===== src/logic/hcu_pkg.sv =====
// Constants shared by the channel control block and its receive packer.
// Assumes a single 200 MHz clock and a 32-bit APB register port.
package hcu_pkg;

  // Register byte offsets on the APB port.
  localparam logic [7:0] HCU_OFS_CTRL = 8'h00;
  localparam logic [7:0] HCU_OFS_PRMB = 8'h04;
  localparam logic [7:0] HCU_OFS_STAT = 8'h08;

  // Control register field positions.
  localparam int HCU_B_TRANSMITTER_ENABLE = 4;
  localparam int HCU_B_RECEIVER_ENABLE = 5;
  localparam int HCU_B_DTXEN = 6;
  localparam int HCU_B_DRXEN = 7;
  localparam int HCU_B_ALIGN = 12;
  localparam int HCU_B_TXSTSK = 14;
  localparam int HCU_B_RXSTSK = 15;
  localparam int HCU_B_ADEC = 16;
  localparam int HCU_B_IDLE = 17;
  localparam int HCU_B_SFLAG = 18;
  localparam int HCU_B_LOOP = 19;
  localparam int HCU_B_ECHO = 20;
  localparam int HCU_B_ABTEXT = 21;
  localparam int HCU_B_ABT = 22;
  localparam int HCU_B_PRMB = 23;
  localparam int HCU_B_DTR = 24;
  localparam int HCU_B_DISC = 25;
  localparam int HCU_B_TX_CRC_SUPPRESS = 26;
  localparam int HCU_B_RX_CRC_SUPPRESS = 27;
  localparam int HCU_B_AUTO = 28;

  // Reset values and the writable mask; the top three bits are reserved.
  localparam logic [31:0] HCU_CTRL_RST = 32'h0000_0000;
  localparam logic [31:0] HCU_CTRL_WMASK = 32'h1FFF_FFFF;
  localparam logic [15:0] HCU_PRMB_RST = 16'h0000;

  // Line patterns.
  localparam logic [7:0] HCU_FLAG = 8'h7E;
  localparam logic [7:0] HCU_MARK = 8'hFF;

  // Abort length in bytes of ones, plain and extended.
  localparam logic [1:0] HCU_ABT_BYTES = 2'h1;
  localparam logic [1:0] HCU_ABTX_BYTES = 2'h2;

  // Last divider count (sixteen clock cycles per serial bit), and the receive DMA address step.
  localparam logic [3:0] HCU_BIT_DIV = 4'hF;
  localparam logic [31:0] HCU_ADDR_STEP = 32'h0000_0004;

  // Transmit sequencer states, one-hot.
  typedef enum logic [5:0] {
    HCU_ST_IDLE = 6'b000001,
    HCU_ST_PRE = 6'b000010,
    HCU_ST_OPEN = 6'b000100,
    HCU_ST_DATA = 6'b001000,
    HCU_ST_CLOSE = 6'b010000,
    HCU_ST_ABORT = 6'b100000
  } hcu_state_t;

endpackage


===== src/logic/hcu_ctrl.sv =====
// Channel control block: control register, transmit line sequencer,
// test-mode routing, modem lines and DMA descriptor decisions.
// Assumes an APB master on pclk and an external framer and receiver.
//
// The implementer's own choices: the placing of the registers and register access over APB.
`timescale 1ns/100ps
`default_nettype none
module hcu_ctrl (
  input wire logic pclk,
  input wire logic presetn,
  input wire logic psel,
  input wire logic penable,
  input wire logic pwrite,
  input wire logic [7:0] paddr,
  input wire logic [31:0] pwdata,
  output logic [31:0] prdata,
  output logic pready,
  output logic pslverr,
  input wire logic rxd,
  input wire logic clear_to_send_n,
  input wire logic carrier_detect_n,
  output logic txd,
  output logic terminal_ready_n,
  input wire logic tx_data_avail,
  input wire logic tx_frame_bit,
  input wire logic tx_frame_done,
  output logic tx_frame_go,
  output logic tx_bit_tick,
  output logic rx_serial,
  input wire logic [7:0] rx_byte,
  input wire logic rx_byte_valid,
  input wire logic rx_frame_start,
  input wire logic rx_frame_end,
  output logic [31:0] rx_word,
  output logic rx_word_valid,
  output logic frame_drop,
  output logic tx_crc_append,
  output logic rx_crc_check,
  output logic tx_fifo_clear,
  output logic rx_fifo_clear,
  output logic rx_halt,
  input wire logic tx_desc_check,
  input wire logic tx_desc_owned,
  input wire logic rx_desc_check,
  input wire logic rx_desc_owned,
  output logic tx_dma_stop,
  output logic tx_desc_skip,
  output logic rx_dma_stop,
  output logic rx_desc_skip,
  input wire logic [31:0] rx_dma_base,
  input wire logic rx_dma_load,
  input wire logic rx_dma_step,
  output logic [31:0] rx_dma_addr
);
  import hcu_pkg::*;

  logic [31:0] ctrl; // Channel control register.
  logic [15:0] prmb; // Preamble pattern [7:0] and repeat count [15:8].
  logic [2:0] sync1; // First synchroniser stage, read only by sync2.
  logic [2:0] sync2; // Synchronised rxd, clear-to-send, carrier-detect.
  logic [3:0] div_cnt; // Bit-rate divider.
  hcu_state_t state; // Transmit sequencer state.
  logic [7:0] sh; // Pattern shift register, sent LSB first.
  logic [2:0] bc; // Bit count inside the current pattern byte.
  logic [7:0] left; // Preamble or abort bytes still to send.
  logic mark_force; // Mark idle forced after an extended abort.
  logic txd_bit; // Serial bit as produced by the sequencer.
  logic wr_en; // APB write completes this cycle.
  logic cts_hi; // Send-clear inactive and honoured.
  logic dcd_hi; // Carrier-detect inactive and honoured.
  logic abt_go; // Abort is being initiated this cycle.
  logic [7:0] idle_pat; // Pattern sent while idle.

  // Register hit test, shared by the read and write paths.
  function automatic logic hit(input logic [7:0] a, input logic [7:0] ofs);
    hit = (a == ofs);
  endfunction

  // The write lands at the edge where the master sees pready.
  assign wr_en = psel && penable && pready && pwrite;

  // APB answer: one wait state, so read data can come from a flop.
  always_ff @(posedge pclk or negedge presetn) begin
    if (!presetn) begin
      pready <= 1'b0;
      prdata <= 32'h0000_0000;
      pslverr <= 1'b0;
    end else begin
      pready <= psel && penable && !pready;
      if (psel && penable && !pready) begin
        pslverr <= !(hit(paddr, HCU_OFS_CTRL) || hit(paddr, HCU_OFS_PRMB) ||
                     hit(paddr, HCU_OFS_STAT));
        if (hit(paddr, HCU_OFS_CTRL)) begin
          prdata <= ctrl & HCU_CTRL_WMASK;
        end else if (hit(paddr, HCU_OFS_PRMB)) begin
          prdata <= {16'h0000, prmb};
        end else if (hit(paddr, HCU_OFS_STAT)) begin
          prdata <= {22'h00_0000, rx_halt, dcd_hi, cts_hi, mark_force, state};
        end else begin
          // Unmapped offsets read zero and flag an error.
          prdata <= 32'h0000_0000;
        end
      end
    end
  end

  // Two-flop synchroniser for the three line inputs.
  always_ff @(posedge pclk or negedge presetn) begin
    if (!presetn) begin
      sync1 <= 3'h7;
      sync2 <= 3'h7;
    end else begin
      sync1 <= {carrier_detect_n, clear_to_send_n, rxd};
      sync2 <= sync1;
    end
  end

  assign cts_hi = sync2[1] && !ctrl[HCU_B_LOOP] &&
                  ctrl[HCU_B_TRANSMITTER_ENABLE] && ctrl[HCU_B_RECEIVER_ENABLE];
  assign dcd_hi = sync2[2] && !ctrl[HCU_B_LOOP] &&
                  ctrl[HCU_B_TRANSMITTER_ENABLE] && ctrl[HCU_B_RECEIVER_ENABLE];
  // Abort starts when requested, unless auto mode is resetting the block.
  assign abt_go = ctrl[HCU_B_ABT] && !(cts_hi && ctrl[HCU_B_AUTO]);

  // Control register; software writes override hardware clears.
  always_ff @(posedge pclk or negedge presetn) begin
    if (!presetn) begin
      ctrl <= HCU_CTRL_RST;
      prmb <= HCU_PRMB_RST;
    end else begin
      if (abt_go) begin
        ctrl[HCU_B_ABT] <= 1'b0;
      end
      ctrl[HCU_B_DISC] <= 1'b0;
      if (tx_desc_check && !tx_desc_owned && ctrl[HCU_B_TXSTSK]) begin
        ctrl[HCU_B_DTXEN] <= 1'b0;
      end
      if (rx_desc_check && !rx_desc_owned && ctrl[HCU_B_RXSTSK]) begin
        ctrl[HCU_B_DRXEN] <= 1'b0;
      end
      if (wr_en && hit(paddr, HCU_OFS_CTRL)) begin
        ctrl <= pwdata & HCU_CTRL_WMASK;
      end
      if (wr_en && hit(paddr, HCU_OFS_PRMB)) begin
        prmb <= pwdata[15:0];
      end
    end
  end

  // Bit-rate divider; one enable pulse per serial bit.
  always_ff @(posedge pclk or negedge presetn) begin
    if (!presetn) begin
      div_cnt <= 4'h0;
      tx_bit_tick <= 1'b0;
    end else begin
      div_cnt <= (div_cnt == HCU_BIT_DIV) ? 4'h0 : div_cnt + 4'h1;
      tx_bit_tick <= (div_cnt == HCU_BIT_DIV);
    end
  end

  assign idle_pat = (ctrl[HCU_B_IDLE] && !mark_force && !cts_hi) ?
                    HCU_FLAG : HCU_MARK;

  // Transmit sequencer. Patterns go out a byte at a time on ticks; frame
  // bits come from the framer while in the data state.
  always_ff @(posedge pclk or negedge presetn) begin
    if (!presetn) begin
      state <= HCU_ST_IDLE;
      sh <= HCU_MARK;
      bc <= 3'h0;
      left <= 8'h00;
      mark_force <= 1'b0;
      txd_bit <= 1'b1;
    end else if (cts_hi && ctrl[HCU_B_AUTO]) begin
      state <= HCU_ST_IDLE;
      sh <= HCU_MARK;
      bc <= 3'h0;
      txd_bit <= 1'b1;
    end else if (abt_go) begin
      state <= HCU_ST_ABORT;
      sh <= HCU_MARK;
      bc <= 3'h0;
      left <= {6'h00, ctrl[HCU_B_ABTEXT] ? HCU_ABTX_BYTES : HCU_ABT_BYTES};
      mark_force <= ctrl[HCU_B_ABTEXT];
    end else if (tx_bit_tick) begin
      if (state == HCU_ST_DATA) begin
        txd_bit <= tx_frame_bit;
        if (tx_frame_done) begin
          state <= HCU_ST_CLOSE;
          sh <= HCU_FLAG;
          bc <= 3'h0;
        end
      end else begin
        txd_bit <= sh[0];
        sh <= {1'b1, sh[7:1]};
        bc <= bc + 3'h1;
        if (bc == 3'h7) begin
          case (state)
            HCU_ST_IDLE: begin
              if (tx_data_avail && !cts_hi) begin
                mark_force <= 1'b0;
                if (ctrl[HCU_B_PRMB] && !ctrl[HCU_B_DTXEN] &&
                    prmb[15:8] != 8'h00) begin
                  state <= HCU_ST_PRE;
                  sh <= prmb[7:0];
                  left <= prmb[15:8];
                end else begin
                  state <= HCU_ST_OPEN;
                  sh <= HCU_FLAG;
                end
              end else begin
                sh <= idle_pat;
              end
            end
            HCU_ST_PRE: begin
              left <= left - 8'h01;
              if (left == 8'h01) begin
                state <= HCU_ST_OPEN;
                sh <= HCU_FLAG;
              end else begin
                sh <= prmb[7:0];
              end
            end
            HCU_ST_OPEN: begin
              state <= HCU_ST_DATA;
            end
            HCU_ST_CLOSE: begin
              if (tx_data_avail && !cts_hi && ctrl[HCU_B_SFLAG]) begin
                state <= HCU_ST_DATA;
              end else if (tx_data_avail && !cts_hi) begin
                state <= HCU_ST_OPEN;
                sh <= HCU_FLAG;
              end else begin
                state <= HCU_ST_IDLE;
                sh <= idle_pat;
              end
            end
            HCU_ST_ABORT: begin
              left <= left - 8'h01;
              if (left == 8'h01) begin
                state <= HCU_ST_IDLE;
                sh <= idle_pat;
              end else begin
                sh <= HCU_MARK;
              end
            end
            default: begin
              state <= HCU_ST_IDLE;
              sh <= HCU_MARK;
            end
          endcase
        end
      end
    end
  end

  // Pin and test-mode routing, plus static control outputs.
  always_ff @(posedge pclk or negedge presetn) begin
    if (!presetn) begin
      txd <= 1'b1;
      rx_serial <= 1'b1;
      terminal_ready_n <= 1'b1;
      tx_frame_go <= 1'b0;
      frame_drop <= 1'b0;
      tx_crc_append <= 1'b1;
      rx_crc_check <= 1'b1;
      tx_fifo_clear <= 1'b0;
      rx_fifo_clear <= 1'b0;
      rx_halt <= 1'b0;
    end else begin
      txd <= ctrl[HCU_B_ECHO] ? sync2[0] : txd_bit;
      rx_serial <= ctrl[HCU_B_LOOP] ? txd_bit : sync2[0];
      terminal_ready_n <= !ctrl[HCU_B_DTR];
      tx_frame_go <= (state == HCU_ST_DATA);
      frame_drop <= ctrl[HCU_B_DISC];
      tx_crc_append <= !ctrl[HCU_B_TX_CRC_SUPPRESS];
      rx_crc_check <= !ctrl[HCU_B_RX_CRC_SUPPRESS];
      tx_fifo_clear <= abt_go || (cts_hi && ctrl[HCU_B_AUTO]);
      rx_fifo_clear <= dcd_hi && ctrl[HCU_B_AUTO];
      rx_halt <= dcd_hi && ctrl[HCU_B_AUTO];
    end
  end

  // Descriptor ownership decisions and receive address stepping.
  always_ff @(posedge pclk or negedge presetn) begin
    if (!presetn) begin
      tx_dma_stop <= 1'b0;
      tx_desc_skip <= 1'b0;
      rx_dma_stop <= 1'b0;
      rx_desc_skip <= 1'b0;
      rx_dma_addr <= 32'h0000_0000;
    end else begin
      tx_dma_stop <= tx_desc_check && !tx_desc_owned && ctrl[HCU_B_TXSTSK];
      tx_desc_skip <= tx_desc_check && !tx_desc_owned && !ctrl[HCU_B_TXSTSK];
      rx_dma_stop <= rx_desc_check && !rx_desc_owned && ctrl[HCU_B_RXSTSK];
      rx_desc_skip <= rx_desc_check && !rx_desc_owned && !ctrl[HCU_B_RXSTSK];
      if (rx_dma_load) begin
        rx_dma_addr <= rx_dma_base;
      end else if (rx_dma_step) begin
        rx_dma_addr <= ctrl[HCU_B_ADEC] ? rx_dma_addr - HCU_ADDR_STEP :
                       rx_dma_addr + HCU_ADDR_STEP;
      end
    end
  end

  // Receive word assembly with first-word padding and frame discard.
  hcu_rx_packer u_packer (
    .clk(pclk),
    .rst_n(presetn),
    .pad(ctrl[HCU_B_ALIGN +: 2]),
    .byte_in(rx_byte),
    .byte_valid(rx_byte_valid),
    .frame_start(rx_frame_start),
    .frame_end(rx_frame_end),
    .drop(frame_drop),
    .halt(rx_halt),
    .word(rx_word),
    .word_valid(rx_word_valid)
  );

  // Helper count of ones sent during an abort, for checking only.
  logic [4:0] abt_ones;
  always_ff @(posedge pclk or negedge presetn) begin
    if (!presetn) begin
      abt_ones <= 5'h00;
    end else if (abt_go) begin
      abt_ones <= 5'h00;
    end else if (tx_bit_tick && state == HCU_ST_ABORT && abt_ones != 5'h1F) begin
      abt_ones <= abt_ones + 5'h01;
    end
  end
endmodule // hcu_ctrl
`default_nettype wire


===== src/logic/hcu_rx_packer.sv =====
// Receive word packer: gathers received bytes into 32-bit words.
// Assumes byte strobes from the receiver on the same clock.
`timescale 1ns/100ps
`default_nettype none
module hcu_rx_packer (
  input wire logic clk,
  input wire logic rst_n,
  input wire logic [1:0] pad,
  input wire logic [7:0] byte_in,
  input wire logic byte_valid,
  input wire logic frame_start,
  input wire logic frame_end,
  input wire logic drop,
  input wire logic halt,
  output logic [31:0] word,
  output logic word_valid
);
  import hcu_pkg::*;

  logic [1:0] idx; // Next byte lane, lane 0 is the top byte.
  logic [31:0] acc; // Partly built word.
  logic dropping; // Current frame is being thrown away.
  logic [31:0] next_acc; // Word with the incoming byte merged.

  // First byte lands in the lane set by the pad, lane 0 being the most significant.
  always_comb begin
    next_acc = acc | ({24'h00_0000, byte_in} << {3'h3 - {1'b0, idx}, 3'h0});
  end

  // Frame start restarts the word; pad lanes stay zero as invalid bytes.
  always_ff @(posedge clk or negedge rst_n) begin
    if (!rst_n) begin
      idx <= 2'h0;
      acc <= 32'h0000_0000;
      dropping <= 1'b0;
      word <= 32'h0000_0000;
      word_valid <= 1'b0;
    end else begin
      word_valid <= 1'b0;
      if (halt) begin
        // A halted receiver loses its partial word.
        idx <= 2'h0;
        acc <= 32'h0000_0000;
        dropping <= 1'b0;
      end else if (frame_start) begin
        idx <= pad;
        acc <= 32'h0000_0000;
        dropping <= 1'b0;
      end else if (drop) begin
        dropping <= 1'b1;
        acc <= 32'h0000_0000;
      end else if (byte_valid && !dropping) begin
        if (idx == 2'h3 || frame_end) begin
          word <= next_acc;
          word_valid <= 1'b1;
          acc <= 32'h0000_0000;
          idx <= 2'h0;
        end else begin
          acc <= next_acc;
          idx <= idx + 2'h1;
        end
      end
    end
  end

endmodule // hcu_rx_packer
`default_nettype wire


===== config.mk =====
export PLATFORM = sky130hd
export DESIGN_NAME = hcu_ctrl
export DESIGN_NICKNAME = d
export VERILOG_FILES = /design/src/logic/hcu_pkg.sv /design/src/logic/hcu_ctrl.sv /design/src/logic/hcu_rx_packer.sv
export SDC_FILE = /design/constraint.sdc
export NUM_CORES = 1
export LEC_CHECK = 0
export ABC_CLOCK_PERIOD_IN_PS = 3770
export BUFFER_PORTS_ARGS = -buffer_cell sky130_fd_sc_hd__buf_2
export CAP_MARGIN = 25
export CORE_UTILIZATION = 45
export CTS_CLUSTER_SIZE = 20
export DETAILED_ROUTE_END_ITERATION = 8
export PLACE_DENSITY = 0.67
export SLEW_MARGIN = 20
export SYNTH_ARGS = -nofsm -noshare
export SYNTH_HDL_FRONTEND = slang
export SYNTH_SLANG_ARGS = --single-unit

===== constraint.sdc =====
create_clock -name pclk -period 3.77 [get_ports pclk]
set_input_delay 0 -clock pclk [delete_from_list [all_inputs] [get_ports pclk]]
set_output_delay 0 -clock pclk [all_outputs]
set_load 0.005 [all_outputs]

==> reports/qor.yml <==
outcome: "complete, no violations"
powerDensity_mw_per_mm2: 439.9
hold_depth: 3
cp_slowest_cell: "dlygate4sd3_1"
cp_max_fo: 25
stdcell_count: 1743
cts_tree: "done"
vdd_drop_max_uv: 287.0
routed_via_density: 5.534
num_vias: 9645
min_delay_worst_endpoint: "rx_dma_addr[21]$_DFFE_PN0N_"
path_clk_slew_ns: 0.05
syn_to_final_growth_pct: 26.96
slew_headroom_pct: 32.17
cts.sinks: 227
synthCells: 1127
grt_pass1_wl_mm: 50.67
total_power_uw: 6290
synthFlopType: "dfrtp_1"
synth_area_leaders: "dfrtp_1 46%, nand2_1 5.2%, dfstp_2 4.9%"
finalSetupViolations: 0
post-route-util_pct: 58.45
cts_inserted_buffers: 26
core_area_sq_mm: 0.02446
place_congestion: 0.9049
num_rows: 57
reg2reg_depth: 12
fin_skew_ns: 0.01134
initial_utilization_pct: 46.04
routed_wl_mm: 30.90
worstPathRequired_ns: 4.24
clock_tree.htree_level_count: 1
die_h_um: 160.2
synth.top_cell.area_share_pct: 45.77
fin_crit_sh_pct: 90.78
drc: 0
ios: 214
rsz0062_at_grt: "false"
crit_chain: "buf_4 > ha_1 > a21o_1 > a21o_1 > a21o_1 > a31oi_1 > o21bai_1 > a211oi_2 > xnor2_1 > nand2_1 > a2bb2oi_1 > dlygate4sd3_1"
nets: 1534
max_freq_mhz: 292.2
hold_start: "rx_dma_step"
synth.cell_area_sq_mm: 0.01126
mostFrequentLayoutCells: "206 x dfrtp_1, 206 x buf_2, 156 x nand2_1"
overflow: 0
cap_violations: 0
rr_endpoint: "rx_dma_addr[20]$_DFFE_PN0N_"
grt_usage_pct: 24.46
fin_crit_ns: 3.422
dieArea_sq_mm: 0.02566
hold_path_class: "input pin to register"
synth_edf_count: 0
portBuffers: 207
start_kind: "register"
routedWlPerCell_um: 17.73
worstSkewPairLatency_ns: 0.53
hold_viol: 0
cts_root_buf: "clkbuf_16"
path_common_cell: "a21o_1"
worstMarginPinSlew_ns: 1.014
slowest_delay_ns: 0.56
tns_ns: 0
synth_area_leader_cell: "dfrtp_1"
drive_gt1_share_pct: 24.17
syn_avg_cell_area_sq_um: 9.993
r2r_start: "ctrl[16]$_DFFE_PN0P_"
die_x_um: 160.2
hold_ws_ns: 0.03209
ys_seq_elements: 227
ys_seq_area_share_pct: 50.67
clock_path_buffers: 3
antenna_found_initial: 0
n_antenna_cell: 0
grt_max_degree: 111
p_leak_uw: 0.006904
final_max_slew_viol_count: 0
grt_pass1_vias: 9505
critical_path_class: "register to register"
ctsResizeCount: 0
dr.pass1.iters: 5
hpwl_mm: 20.82
yosys_warnings: 0
end_kind: "register"
drtIter0Drc: 722
worstPathArrival_ns: 3.89
final_antenna_net_count: 0
synthArstFlopShare_pct: 100.0
rrSetupSlack_ns: 0.35
placed_cells: 1607
synth_cell_types: 72
[through the flow]
stage	area, sq um	worst slack [ns]
floorplan	11270	0.8234
global placement	12550	0.7935
detailed placement	12550	0.7630
CTS	14300	0.3840
global route	14300	0.2204
finish	14300	0.3475
[worst max-delay path by stage]
stage                    startpoint                     endpoint  slack [ns]  cells after the start
2_1_floorplan  ctrl[16]$_DFFE_PN0P_  rx_dma_addr[28]$_DFFE_PN0N_        0.82                     11
3_3_place_gp   ctrl[16]$_DFFE_PN0P_  rx_dma_addr[30]$_DFFE_PN0N_        0.79                     11
3_5_place_dp   ctrl[16]$_DFFE_PN0P_  rx_dma_addr[29]$_DFFE_PN0N_        0.76                     11
4_1_cts        ctrl[16]$_DFFE_PN0P_  rx_dma_addr[20]$_DFFE_PN0N_        0.38                     12
5_1_grt        ctrl[16]$_DFFE_PN0P_  rx_dma_addr[20]$_DFFE_PN0N_        0.22                     12
6_report       ctrl[16]$_DFFE_PN0P_  rx_dma_addr[20]$_DFFE_PN0N_        0.35                     12
[area by class of cell]
type / count / area (sq um)
multi-input combinational: 812 / 5191
inverter: 25 / 93.84
timing repair buffer: 307 / 2029
tap: 324 / 405.4
sequential: 227 / 5707
clock inverter: 6 / 91.34
clock buffer: 42 / 780.7
fill: 2108 / 10160
[cell families after synthesis]
| family | after synthesis | share of synthesized area, % |
|---|---|---|
| flip-flops | 227 | 50.67 |
| buffers and inverters | 90 | 3.322 |
| XOR/XNOR | 20 | 1.622 |
| AND/OR/NAND/NOR | 342 | 14.12 |
| adder cells (fa/ha/maj) | 35 | 3.955 |
| multiplexers | 58 | 5.644 |
| other | 1 | 0.03330 |
| AO/OA/AOI/OAI | 354 | 20.63 |
[repair_timing]
item / in CTS / in global routing
hold buffers: 88 / 0
hold endpoints to repair: 257 / 0
buffers inserted: 0 / 0
setup endpoints to repair: 0 / 0
[sequential cells by signal, summed over array words and instances, names as in the netlist, 2 cells and up]
name           flops
prdata            29
div_cnt            4
left               8
ctrl              29
bc                 3
rx_dma_addr       32
sh                 8
sync1              3
u_packer.idx       2
u_packer.acc      32
prmb              16
state              6
u_packer.word     32
sync2              3
[critical path, delay by kind of cell, from the launching register on]
family | cells | cell delay [ns]
XOR/XNOR | 1 | 0.18
buffers and inverters | 2 | 0.92
AO/OA/AOI/OAI | 7 | 1.35
adder cells (fa/ha/maj) | 1 | 0.37
AND/OR/NAND/NOR | 1 | 0.07
flip-flops | 1 | 0.46
[Yosys cell counts (5+ instances only)]
cell and number:
dfrtp_1 206, nand2_1 156, o21ai_0 92, a21oi_1 87, nor2_1 69, mux2_2 44, clkbuf_1 39, a22o_1 37
nand3_1 35, ha_1 34, inv_1 25, dfstp_2 21, a21o_1 19, o21a_1 16, o31ai_1 16, a221oi_1 14
a31oi_1 14, mux2i_1 14, nor3_1 13, buf_1 12, nor2b_1 10, xor2_1 10, xnor2_1 9, a22oi_1 8
and3_1 8, a221o_1 7, o21bai_1 7, or3_1 7, and2_1 6, buf_2 6, nand2b_1 6, nand4_1 6
a211oi_1 5, a2bb2oi_1 5, buf_4 5
[layer usage]
metal | vias up | global-route usage [%] | part of all wire (%)
li1 | 4615 | - | -
met1 | 4666 | 34.13 | 46
met2 | 308 | 39.47 | 47
met3 | 56 | 3.481 | 5.3
met4 | 0 | 7.489 | 2.4
met5 | - | 0 | 0
[power breakdown]
part           leakage [uW]  internal, uW  total [uW]  switching (uW)
Sequential          0.00292          2570        2660            91.4
Combinational       0.00355           495        1090             598
Clock              0.000428          1550        2540             992
No activity file was read; power rests on OpenSTA's default activity.
